<file path="src/common/idmd_cfg.svh">
// Address map, field positions and reset values of the internal data memory decoder
`ifndef IDMD_CFG_SVH
`define IDMD_CFG_SVH

// ==========================================================
// Address map
`define IDMD_RAM_BYTES       256
`define IDMD_DIRECT_TOP      8'h7f
`define IDMD_BANK_TOP        8'h1f
`define IDMD_BIT_BYTE_BASE   8'h20
`define IDMD_BIT_BYTE_TOP    8'h2f
`define IDMD_BIT_ADDR_TOP    8'h7f
`define IDMD_SP_ADDR         8'h81
`define IDMD_PSW_ADDR        8'hd0
`define IDMD_EMI_ADDR        8'he7

// ==========================================================
// Fields and reset values
`define IDMD_PSW_BANK_LSB    3
`define IDMD_SP_RESET        8'h07
`define IDMD_PSW_RESET       8'h00
`define IDMD_EMI_RESET       8'h00

`endif

</file>
<file path="src/common/idmd_pkg.sv">
// Types shared by the internal data memory decoder and its users
package idmd_pkg;

	// ======================================================
	// Access kinds chosen by the instruction operand type
	typedef enum logic [2:0] {
		IDMD_DIRECT   = 3'h0,
		IDMD_INDIRECT = 3'h1,
		IDMD_REGISTER = 3'h2,
		IDMD_BIT      = 3'h3,
		IDMD_PUSH     = 3'h4,
		IDMD_POP      = 3'h5
	} idmd_mode_t;

	typedef enum logic [1:0] {
		IDMD_IDLE = 2'b00,
		IDMD_PTR  = 2'b01,
		IDMD_DATA = 2'b11
	} idmd_state_t;

	// ======================================================
	// Request, answer and forwarded special function access
	typedef struct packed {
		logic       valid;
		idmd_mode_t mode;
		logic [7:0] addr;
		logic       sel;
		logic       we;
		logic [7:0] wdata;
		logic       wbit;
	} idmd_req_t;

	typedef struct packed {
		logic       valid;
		logic [7:0] rdata;
		logic       rbit;
	} idmd_rsp_t;

	typedef struct packed {
		logic       valid;
		logic [7:0] addr;
		logic       we;
		logic [7:0] wdata;
		logic       is_bit;
		logic [2:0] bitpos;
		logic       wbit;
	} idmd_sfr_t;

endpackage : idmd_pkg

</file>
<file path="src/hdl/idmd_ram.sv">
// Byte-wide single-port RAM with registered read data and no reset on contents
`timescale 1ns/10ps
`default_nettype none

module idmd_ram #(
	parameter int WIDTH = 8,
	parameter int DEPTH = 256,
	parameter int AW    = $clog2(DEPTH)
) (
	input  wire logic             clk_i,
	input  wire logic             en_i,
	input  wire logic             we_i,
	input  wire logic [AW-1:0]    addr_i,
	input  wire logic [WIDTH-1:0] wdata_i,
	output var  logic [WIDTH-1:0] rdata_o
);

	logic [WIDTH-1:0] mem [DEPTH];

	// Contents survive every reset, so no reset term here
	always_ff @(posedge clk_i) begin
		if (en_i) begin
			if (we_i) begin
				mem[addr_i] <= wdata_i;
			end
			rdata_o <= mem[addr_i];
		end
	end

endmodule : idmd_ram

`default_nettype wire

</file>
<file path="src/hdl/idmd_bitmap.sv">
// Maps a bit address onto its byte address and bit position
`timescale 1ns/10ps
`default_nettype none

`include "idmd_cfg.svh"

module idmd_bitmap (
	input  wire logic [7:0] bit_addr_i,
	output var  logic [7:0] byte_addr_o,
	output var  logic [2:0] bitpos_o,
	output var  logic       in_ram_o
);

	always_comb begin
		bitpos_o = bit_addr_i[2:0];
		in_ram_o = (bit_addr_i <= `IDMD_BIT_ADDR_TOP);
		if (in_ram_o) begin
			byte_addr_o = `IDMD_BIT_BYTE_BASE | {4'h0, bit_addr_i[6:3]};
		end else begin
			byte_addr_o = {bit_addr_i[7:3], 3'b000};
		end
	end

endmodule : idmd_bitmap

`default_nettype wire

</file>
<file path="src/hdl/idmd_top.sv">
// Internal data memory decoder: RAM, register banks, bit area and stack pointer
`timescale 1ns/10ps
`default_nettype none

`include "idmd_cfg.svh"

// Summary of operation
// - 256 bytes of internal RAM span addresses 0x00 to 0xFF.
// - Lower 128 bytes reachable by direct and indirect accesses.
// - Upper 128 bytes reachable only indirectly, separate from special function space.
// - Direct access above 0x7F goes to special function space.
// - Indirect access above 0x7F goes to upper RAM.
// - Bytes 0x00..0x1F form four banks of eight working registers.
// - One bank active, selected by two bits of the status word.
// - Indirect pointer comes from register zero or one of active bank.
// - Bytes 0x20..0x2F also form 128 bits, addresses 0x00..0x7F.
// - Bit address n is bit n%8 of byte 0x20+n/8.
// - Bit or byte access follows operand type, not address.
// - Stack pointer names last used slot; push writes at pointer plus one.
// - Reset sets stack pointer to 0x07; first push lands at 0x08.
// - Stack may sit anywhere in the 256 bytes, wrapping around.
// - Reset leaves RAM contents untouched.
// - RAM beyond 256 bytes lives in external space, not decoded here.
// - No instruction fetch from data memory; data storage only.
module idmd_top #(
	parameter int RAM_DEPTH = `IDMD_RAM_BYTES
) (
	input  wire logic               clk_i,
	input  wire logic               rst_b_i,
	input  wire idmd_pkg::idmd_req_t req_i,
	output var  logic               req_ready_o,
	output var  idmd_pkg::idmd_rsp_t rsp_o,
	output var  idmd_pkg::idmd_sfr_t sfr_o,
	output var  logic [7:0]         stack_pointer_o,
	output var  logic [7:0]         program_status_word_o,
	output var  logic [7:0]         external_memory_interface_control_o
);
	import idmd_pkg::*;

	// ======================================================
	// State
	typedef struct packed {
		idmd_state_t state;
		logic        ready;
		idmd_req_t   req;
		logic [7:0]  tgt;
		logic [2:0]  bitpos;
		logic [7:0]  sp;
		logic [7:0]  program_status_word;
		logic [7:0]  emi;
		idmd_rsp_t   rsp;
		idmd_sfr_t   special_function_space;
	} idmd_regs_t;

	idmd_regs_t st_ff;
	idmd_regs_t nxt_st;

	logic       ram_en;
	logic       ram_we;
	logic [7:0] ram_addr;
	logic [7:0] ram_wdata;
	logic [7:0] ram_rdata;
	logic [7:0] bm_byte;
	logic [2:0] bm_pos;
	logic       bm_in_ram;

	// ======================================================
	// Storage and bit mapping
	// Only data ports exist; there is no fetch path into this RAM.
	idmd_ram #(
		.WIDTH (8),
		.DEPTH (RAM_DEPTH)
	) u_ram (
		.clk_i   (clk_i),
		.en_i    (ram_en),
		.we_i    (ram_we),
		.addr_i  (ram_addr),
		.wdata_i (ram_wdata),
		.rdata_o (ram_rdata)
	);

	idmd_bitmap u_bitmap (
		.bit_addr_i  (req_i.addr),
		.byte_addr_o (bm_byte),
		.bitpos_o    (bm_pos),
		.in_ram_o    (bm_in_ram)
	);

	// ======================================================
	// Decode and sequencing
	always_comb begin
		logic [1:0] bank;
		logic       go_ram;
		logic [7:0] op_addr;
		logic       is_local;
		logic [7:0] loc_addr;
		logic [7:0] loc_val;
		logic [7:0] loc_new;
		idmd_req_t  rq;

		nxt_st    = st_ff;
		bank      = st_ff.program_status_word[`IDMD_PSW_BANK_LSB +: 2];
		go_ram    = 1'b0;
		op_addr   = 8'h00;
		is_local  = 1'b0;
		loc_addr  = 8'h00;
		loc_val   = 8'h00;
		loc_new   = 8'h00;
		rq        = st_ff.req;
		ram_en    = 1'b0;
		ram_we    = 1'b0;
		ram_addr  = st_ff.tgt;
		ram_wdata = st_ff.req.wdata;
		nxt_st.rsp.valid = 1'b0;
		nxt_st.special_function_space.valid = 1'b0;

		unique case (st_ff.state)
			IDMD_IDLE: begin
				if (req_i.valid) begin
					rq          = req_i;
					nxt_st.req  = req_i;
					nxt_st.bitpos = 3'h0;
					unique case (req_i.mode)
						IDMD_DIRECT: begin
							if (req_i.addr > `IDMD_DIRECT_TOP) begin
								is_local = 1'b1;
								loc_addr = req_i.addr;
							end else begin
								go_ram  = 1'b1;
								op_addr = req_i.addr;
							end
						end
						IDMD_INDIRECT: begin
							// Pointer read first, target on the next cycle
							ram_en   = 1'b1;
							ram_addr = {3'b000, bank, 2'b00, req_i.sel};
							nxt_st.state = IDMD_PTR;
						end
						IDMD_REGISTER: begin
							go_ram  = 1'b1;
							op_addr = {3'b000, bank, req_i.addr[2:0]};
						end
						IDMD_BIT: begin
							nxt_st.bitpos = bm_pos;
							if (bm_in_ram) begin
								go_ram  = 1'b1;
								op_addr = bm_byte;
							end else begin
								is_local = 1'b1;
								loc_addr = bm_byte;
							end
						end
						IDMD_PUSH: begin
							go_ram    = 1'b1;
							op_addr   = st_ff.sp + 8'h01;
							nxt_st.sp = st_ff.sp + 8'h01;
						end
						IDMD_POP: begin
							go_ram    = 1'b1;
							op_addr   = st_ff.sp;
							nxt_st.sp = st_ff.sp - 8'h01;
						end
						default: begin
							// Unused mode codes answer with zero
							nxt_st.rsp = '{valid: 1'b1, rdata: 8'h00, rbit: 1'b0};
						end
					endcase
				end
			end
			IDMD_PTR: begin
				// Indirect target uses full 8 bits and never reaches the SPECIAL_FUNCTION_SPACE side
				go_ram  = 1'b1;
				op_addr = ram_rdata;
			end
			IDMD_DATA: begin
				nxt_st.state = IDMD_IDLE;
				if (st_ff.req.mode == IDMD_BIT && st_ff.req.we) begin
					// Read-modify-write keeps the other seven bits
					ram_en    = 1'b1;
					ram_we    = 1'b1;
					ram_addr  = st_ff.tgt;
					ram_wdata = ram_rdata;
					ram_wdata[st_ff.bitpos] = st_ff.req.wbit;
					nxt_st.rsp = '{valid: 1'b1, rdata: ram_wdata, rbit: st_ff.req.wbit};
				end else begin
					nxt_st.rsp = '{valid: 1'b1, rdata: ram_rdata, rbit: ram_rdata[st_ff.bitpos]};
				end
			end
			default: begin
				nxt_st.state = IDMD_IDLE;
			end
		endcase

		// Common RAM issue; byte writes finish at once, reads and bit writes wait a cycle
		if (go_ram) begin
			ram_en     = 1'b1;
			ram_addr   = op_addr;
			ram_we     = (rq.we || rq.mode == IDMD_PUSH) && rq.mode != IDMD_BIT && rq.mode != IDMD_POP;
			ram_wdata  = rq.wdata;
			nxt_st.tgt = op_addr;
			if (ram_we) begin
				nxt_st.state = IDMD_IDLE;
				nxt_st.rsp   = '{valid: 1'b1, rdata: rq.wdata, rbit: 1'b0};
			end else begin
				nxt_st.state = IDMD_DATA;
			end
		end

		// Registers held here answer locally; all other SPECIAL_FUNCTION_SPACE traffic is forwarded
		if (is_local) begin
			nxt_st.state = IDMD_IDLE;
			unique case (loc_addr)
				`IDMD_SP_ADDR:  loc_val = st_ff.sp;
				`IDMD_PSW_ADDR: loc_val = st_ff.program_status_word;
				`IDMD_EMI_ADDR: loc_val = st_ff.emi;
				default:        loc_val = 8'h00;
			endcase
			loc_new = rq.wdata;
			if (rq.mode == IDMD_BIT) begin
				loc_new = loc_val;
				loc_new[bm_pos] = rq.wbit;
			end
			if (loc_addr == `IDMD_SP_ADDR || loc_addr == `IDMD_PSW_ADDR || loc_addr == `IDMD_EMI_ADDR) begin
				if (rq.we) begin
					unique case (loc_addr)
						`IDMD_SP_ADDR:  nxt_st.sp  = loc_new;
						`IDMD_PSW_ADDR: nxt_st.program_status_word = loc_new;
						default:        nxt_st.emi = loc_new;
					endcase
				end
				nxt_st.rsp = '{valid: 1'b1, rdata: rq.we ? loc_new : loc_val,
					rbit: rq.we ? rq.wbit : loc_val[bm_pos]};
			end else begin
				nxt_st.special_function_space = '{valid: 1'b1, addr: loc_addr, we: rq.we, wdata: rq.wdata,
					is_bit: rq.mode == IDMD_BIT, bitpos: bm_pos, wbit: rq.wbit};
			end
		end

		nxt_st.ready = (nxt_st.state == IDMD_IDLE);
	end

	// ======================================================
	// Registers; RAM itself is not reset
	always_ff @(posedge clk_i or negedge rst_b_i) begin
		if (!rst_b_i) begin
			st_ff       <= '0;
			st_ff.ready <= 1'b1;
			st_ff.sp    <= `IDMD_SP_RESET;
			st_ff.program_status_word   <= `IDMD_PSW_RESET;
			st_ff.emi   <= `IDMD_EMI_RESET;
		end else begin
			st_ff <= nxt_st;
		end
	end

	// ======================================================
	// Outputs
	// Larger on-chip RAM belongs to the external space behind this control byte.
	assign req_ready_o                         = st_ff.ready;
	assign rsp_o                               = st_ff.rsp;
	assign sfr_o                               = st_ff.special_function_space;
	assign stack_pointer_o                     = st_ff.sp;
	assign program_status_word_o               = st_ff.program_status_word;
	assign external_memory_interface_control_o = st_ff.emi;

endmodule : idmd_top

`default_nettype wire

</file>
<file path="config.mk">
export PLATFORM = sky130hd
export DESIGN_NAME = idmd_top
export DESIGN_NICKNAME = d
export VERILOG_FILES = /design/src/common/idmd_pkg.sv /design/src/hdl/idmd_ram.sv /design/src/hdl/idmd_bitmap.sv /design/src/hdl/idmd_top.sv
export VERILOG_INCLUDE_DIRS = /design/src /design/src/common
export SDC_FILE = /design/constraint.sdc
export NUM_CORES = 2
export LEC_CHECK = 0
export ABC_CLOCK_PERIOD_IN_PS = 12300
export BUFFER_PORTS_ARGS = -buffer_cell sky130_fd_sc_hd__buf_2
export CAP_MARGIN = 20
export CORE_MARGIN = 5
export CORE_UTILIZATION = 55
export DETAILED_ROUTE_END_ITERATION = 8
export PLACE_DENSITY = 0.71
export SYNTH_ARGS = -nofsm -noshare
export SYNTH_HDL_FRONTEND = slang
export SYNTH_SLANG_ARGS = --single-unit
</file>
<file path="constraint.sdc">
create_clock -name clk_i -period 12.3 [get_ports clk_i]
set_input_delay 2.46 -clock clk_i [delete_from_list [all_inputs] [get_ports clk_i]]
set_output_delay 2.46 -clock clk_i [all_outputs]
set_load 0.01 [all_outputs]
</file>
# ---- Yosys cells after proc, flatten, opt, wreduce, memory -nomap -nowiden
# Memories as Yosys holds them, arrays and structs flattened. A register that Yosys moved wholly into a read port is not among the register bits.
# Cells that the tools add are included.
dict set report totals {
  regBits 93
  latch_bits 0
  ramBits 2048
  romBits 0
  out_inout_bits 58
  wordCells 145
  n_memories 1
}
# name words word_bits rd rd_clocked_by_memory_dff write_ports line_no
set memory_table {}
lappend memory_table {u_ram.mem 256 8 1 1 1 idmd_ram.sv:18} ;# logic [WIDTH-1:0] mem [DEPTH];
dict set report classes {
  n_addsub 2
  mul 0
  n_div 0
  order_cmp 6
  eq_ne 15
  shifts 0
  n_mux 78
  bitwise_logic 2
  n_reduce_logical 18
}
# cell count
set op_table {}
lappend op_table {{8-bit 2-to-1 mux} 23}
lappend op_table {{57-bit 2-to-1 mux} 1}
lappend op_table {{8-bit one-hot mux with 2 select lines} 3}
lappend op_table {{22-bit 2-to-1 mux} 2}
lappend op_table {{10-bit 2-to-1 mux} 4}
lappend op_table {{8-bit one-hot mux with 5 select lines} 1}
lappend op_table {{34-bit 2-to-1 mux} 1}
lappend op_table {{8-bit == test, second input constant} 3}
lappend op_table {{24-bit 2-to-1 mux} 1}
lappend op_table {{8-bit one-hot mux with 3 select lines} 1}
lappend op_table {{23-bit 2-to-1 mux} 1}
lappend op_table {{1-bit 2-to-1 mux} 21}
lappend op_table {{10-bit one-hot mux with 2 select lines} 1}
lappend op_table {{8-bit bitwise mux} 2}
lappend op_table {{3-bit by 2-bit == test with 1-bit output, second input constant} 4}
lappend op_table {{2-bit 2-to-1 mux} 5}
lappend op_table {{3-bit == test, second input constant} 3}
lappend op_table {{9-bit 2-to-1 mux} 1}
lappend op_table {{8-bit by 1-bit adder with 8-bit output, second input constant} 1}
lappend op_table {{8-bit by 7-bit greater-than comparator with 1-bit output, second input constant} 1}
lappend op_table {{8-bit by 7-bit <= comparator with 1-bit output, second input constant} 1}
lappend op_table {{3-bit by 4-bit < comparator with 1-bit output, second input constant} 2}
lappend op_table {{4-bit AND reduction} 2}
lappend op_table {{8-bit by 1-bit subtractor with 8-bit output, second input constant} 1}
lappend op_table {{other kinds (21)} 35}

# ---- Logic depth before layout (Yosys ltp)
dict set report logic_depth {
  depth_word 15
  depth_mapped 22
  mapped_depth_nobuf 12
}

# ---- Cells and area by module
# From an unflattened synthesis, not the netlist that was laid out.
dict set report hier_totals {
  hier_cells 4329
  hier_area_um2 84883.9
}
# mod n_inst cells_each area_per_inst_um2
set by_module_without_submodules {}
lappend by_module_without_submodules {idmd_ram 1 3525 78363.9}
lappend by_module_without_submodules {idmd_top 1 792 6427.4}
lappend by_module_without_submodules {idmd_bitmap 1 12 92.6}

# ---- Least setup slack after synthesis
# No wires, ideal clock.
dict set report synth_timing {
  path_type {input port to flip-flop}
  startpoint {in req_i[21] in the netlist's numbering}
  endpoint {mem u_ram.mem[0][6], data pin}
  setup_time_ps 1577
  arrival_ps 10717
  required_ps 10723
  slack_ps 7
  stages 9
  cell_sequence {buf_2 and2_0 clkbuf_1 o41a_1 nand2_1 buf_2 buf_1 a211oi_1 a21oi_1}
}
dict set report synth_between {
  elab_chain_len 6
}
# item line_no
set synth_rtl {}
lappend synth_rtl {{start: declaration} idmd_top.sv:30} ;# input wire idmd_pkg::idmd_req_t req_i,
lappend synth_rtl {{3-bit == test or 3-bit by 2-bit == test with 1-bit output (tied branches)} idmd_top.sv:123} ;# unique case (req_i.mode)
lappend synth_rtl {{3-bit OR reduction (no line)} -}
lappend synth_rtl {{1-bit one-hot mux with 3 select lines (*)} idmd_top.sv:123}
lappend synth_rtl {{1-bit 2-to-1 mux (*)} idmd_top.sv:119} ;# if (req_i.valid) begin
lappend synth_rtl {{1-bit one-hot mux with 2 select lines (*)} idmd_top.sv:117} ;# unique case (st_ff.state)
lappend synth_rtl {{8-bit 2-to-1 mux (*)} idmd_top.sv:195} ;# if (go_ram) begin
lappend synth_rtl {{via ram_wdata[6]} idmd_top.sv:61} ;# logic [7:0] ram_wdata;
lappend synth_rtl {{end: declaration} idmd_ram.sv:18}
# Mark *: on every way through the listed nets, which the timed path passes. The rest lies on a longest branch.

# ---- Worst setup path after layout
dict set report layout_timing {
  startpoint {in req_i[22] in the netlist's numbering}
  endpoint {reg u_ram.rdata_o[4] (read register of u_ram.mem), data pin}
}
dict set report layout_between {
  elab_chain_len 3
}
# item line_no
set layout_rtl {}
lappend layout_rtl {{8-bit 2-to-1 mux or 1-bit 2-to-1 mux (tied branches)} idmd_top.sv:119}
lappend layout_rtl {{8-bit one-hot mux with 2 select lines, or another cell as far along} idmd_top.sv:117}
lappend layout_rtl {{8-bit 2-to-1 mux or 1-bit 2-to-1 mux (tied branches)} idmd_top.sv:195}
lappend layout_rtl {{end: declaration} idmd_ram.sv:15} ;# output var logic [WIDTH-1:0] rdata_o
# Parallel ways exist; a longest one is shown, timed or not.
# A chain may end at the register's enable or synchronous reset.

==> results.sh <==
export IMPL_run_status="finished clean"
export IMPL_drt_pass1_iter_count=7
export IMPL_grt_pass1_vias=53500
export IMPL_use_met1_pct=39.8
export IMPL_drt_iter0_drc=8428
export IMPL_use_met2_pct=42.0
export IMPL_worst_slack_ns=3.68
export IMPL_area_delta_synth_final_pct=9.12
export IMPL_fin_area_sq_um=95600
export IMPL_multi_input_area_sq_um=21400
export IMPL_post_cts_resized=0
export IMPL_hold_class="reg2reg"
export IMPL_postCtsHoldBufs=0
export IMPL_path_clk_slew_ns=0.06
export IMPL_setup_viol=0
export IMPL_h_tree_depth=4
export IMPL_synth_common_cells="2,056 x edfxtp_1, 1,657 x nand2_1, 401 x nand3_1"
export IMPL_synth_distinct_cells=80
export IMPL_fin_nets=6613
export IMPL_final_setup_skew_ns=0.0641
export IMPL_endpoint_kind="flip-flop"
export IMPL_yosys_area_top_type="edfxtp_1"
export IMPL_fin_cells=8814
export IMPL_max_cap_violations=0
export IMPL_cts_buffers_inserted=207
export IMPL_cp_start_kind="primary input"
export IMPL_use_met3_pct=5.86
export IMPL_overflow=0
export IMPL_ys_flop_type="edfxtp_1"
export IMPL_cts_tree="yes"
export IMPL_register_area_sq_um=63800
export IMPL_grt_pass1_wl_mm=350
export IMPL_die_w_microns=409
export IMPL_wirelength_mm=238
export IMPL_wl_per_cell_microns=27.0
export IMPL_synth_seq_cells=2140
export IMPL_clk_latency_ns=0.83
export IMPL_via_per_inst=6.48
export IMPL_fillers=11900
export IMPL_grt_max_degree=199
export IMPL_grt_usage_pct=27.6
export IMPL_vdd_ir_drop_max_mv=0.419
export IMPL_crit_type="in2reg"
export IMPL_rrSetupSlack_ns=4.70
export IMPL_synth_most_common_cell="edfxtp_1"
export IMPL_synth_top_area_share_pct=70.4
export IMPL_fin_util_pct=60.4
export IMPL_drv_slew=0
export IMPL_io_pin_count=83
export IMPL_drive_above_1_share_pct=7.64
export IMPL_required_ns=12.86
export IMPL_antenna_found_initial=9
export IMPL_critPathArrivalTime_ns=9.18
export IMPL_die_y_microns=409
export IMPL_yosysWarnings=0
export IMPL_crit_path_max_fanout=150
export IMPL_period_needed_ns=8.62
export IMPL_grt_busiest_layer="met2"
export IMPL_finalWeightedCongestion=0.910
export IMPL_max_freq_mhz=116
export IMPL_core_sq_um=158000
export IMPL_power_leakage_nw=32.0
export IMPL_start_util_pct=55.3
export IMPL_worstMarginPinSlew_ns=1.25
export IMPL_place_detailed_hpwl_mm=134
export IMPL_fin_crit_sh_pct=70.1
export IMPL_yosysSeqAreaShare_pct=72.9
export IMPL_cts_setup_buffers=0
export IMPL_hold_viol_final=0
export IMPL_postPlaceCellArea_sq_um=89300
export IMPL_powerDensity_nw_per_um2=285
export IMPL_worst_hold_slack_ns=0.484
export IMPL_cts_path_max_buffers=3
export IMPL_ant_nets=0
export IMPL_dp_cells=8440
export IMPL_root_buffer="clkbuf_16"
export IMPL_die_area_sq_um=167000
export IMPL_syn_avg_cell_area_sq_um=13.0
export IMPL_vias=57100
export IMPL_synth_edf_count=2056
export IMPL_synth_area_leaders="edfxtp_1 70%, nand2_1 7.1%, nand3_1 2.3%"
export IMPL_syn_inst=6749
export IMPL_total_power_mw=27.2
export IMPL_slew_headroom_pct=16.2
export IMPL_async_reset_ff_share_pct=3.93
export IMPL_num_rows=146
export IMPL_cts_sinks=2140
export IMPL_io_buffer_count=82
export IMPL_syn_area_sq_um=87600
export IMPL_synth_nets=6779
export IMPL_rsz0062_at_grt="no"
export IMPL_finalSetupTns_ns=0
export IMPL_drc=0
export IMPL_dp_slack_ns=3.26
==> worst paths after layout <==
path	from	end	cells past startpoint
max in group asynchronous	rst_b_i	stack_pointer_o[1]$_DFF_PN1_	2
min in group asynchronous	rst_b_i	st_ff[70]$_DFF_PN0_	1
worst min-delay path	sfr_o[21]$_DFFE_PN0P_	sfr_o[21]$_DFFE_PN0P_	1
worst max-delay path	req_i[22]	u_ram.rdata_o[4]$_DFFE_PP_	14
worst min register to register	sfr_o[21]$_DFFE_PN0P_	sfr_o[21]$_DFFE_PN0P_	1
worst max register to register	st_ff[93]$_DFF_PN0_	u_ram.rdata_o[4]$_DFFE_PP_	15
==> where the power goes <==
| group | leakage, nW | switching [mW] | internal [mW] | total [mW] |
|---|---|---|---|---|
| clock | 3.02 | 2.67 | 3.29 | 5.96 |
| combinational | 9.42 | 8.35 | 2.61 | 11.0 |
| sequential | 19.5 | 0.187 | 10.1 | 10.3 |
| total | 32.0 | 11.2 | 16.0 | 27.2 |
==> flip-flops by register name, indices dropped and copies added, names as in the netlist <==
name,flops
rsp_o,10
program_status_word_o,8
st_ff,26
req_ready_o,1
u_ram.mem,2048
stack_pointer_o,8
sfr_o,23
u_ram.rdata_o,8
external_memory_interface_control_o,8
==> worst max-delay path: stages <==
cell      delay, ns
buf_2          0.16
nand2_1        0.64
nor2_2         0.18
a222oi_1       0.49
buf_12         0.47
nand2_8        0.71
buf_12         0.47
buf_4          0.48
a211oi_1       0.33
a311oi_1       0.10
nor4_1         0.69
o22ai_1        0.29
or4b_1         0.70
or4_1          0.55
==> cells by family (layout without fill, tap and decap cells) <==
| logic type | after synthesis | count (layout) | share of synthesized area [%] |
|---|---|---|---|
| multiplexers | 105 | 105 | 1.22 |
| adder cells (fa/ha/maj) | 5 | 5 | 0.0714 |
| flip-flops | 2140 | 2140 | 72.9 |
| XOR/XNOR | 6 | 6 | 0.0600 |
| AO/OA/AOI/OAI | 1187 | 1187 | 9.59 |
| buffers and inverters | 595 | 586 | 3.03 |
| other | 0 | 2 | 0 |
| AND/OR/NAND/NOR | 2711 | 2711 | 13.2 |
==> metal layers <==
layer	up-vias	share of wire (%)
met2	3384	46
li1	24900	-
met1	28300	39
met3	494	11
met4	2	3.9
met5	-	0.0055
==> layout by cell type (no fill, tap or decap), types with 34 or more instances in the layout <==
| cell | instances |
|---|---|
| dfrtp_1 | 80 |
| a311o_1 | 48 |
| a32oi_1 | 54 |
| a31oi_1 | 243 |
| buf_2 | 82 |
| clkinv_1 | 55 |
| edfxtp_1 | 2056 |
| a21oi_1 | 190 |
| a22oi_1 | 127 |
| mux2i_1 | 92 |
| o21ai_0 | 59 |
| a311oi_1 | 77 |
| buf_4 | 88 |
| a211oi_1 | 196 |
| nand2_1 | 1640 |
| a2111oi_0 | 34 |
| clkbuf_1 | 56 |
| and3_1 | 174 |
| clkbuf_16 | 208 |
| nor2_1 | 324 |
| nand3_1 | 401 |
==> area by class of cell <==
cell class                      count  area share, %
Antenna cell                        2        0.00523
Clock buffer                      264           5.66
Clock inverter                    102          0.852
Inverter                           25         0.0981
Multi-Input combinational cell   4014           22.3
Sequential cell                  2140           66.8
Tap cell                         2072           2.71
Timing Repair Buffer              195           1.57
Note: power is estimated with default switching activity, not from simulation.
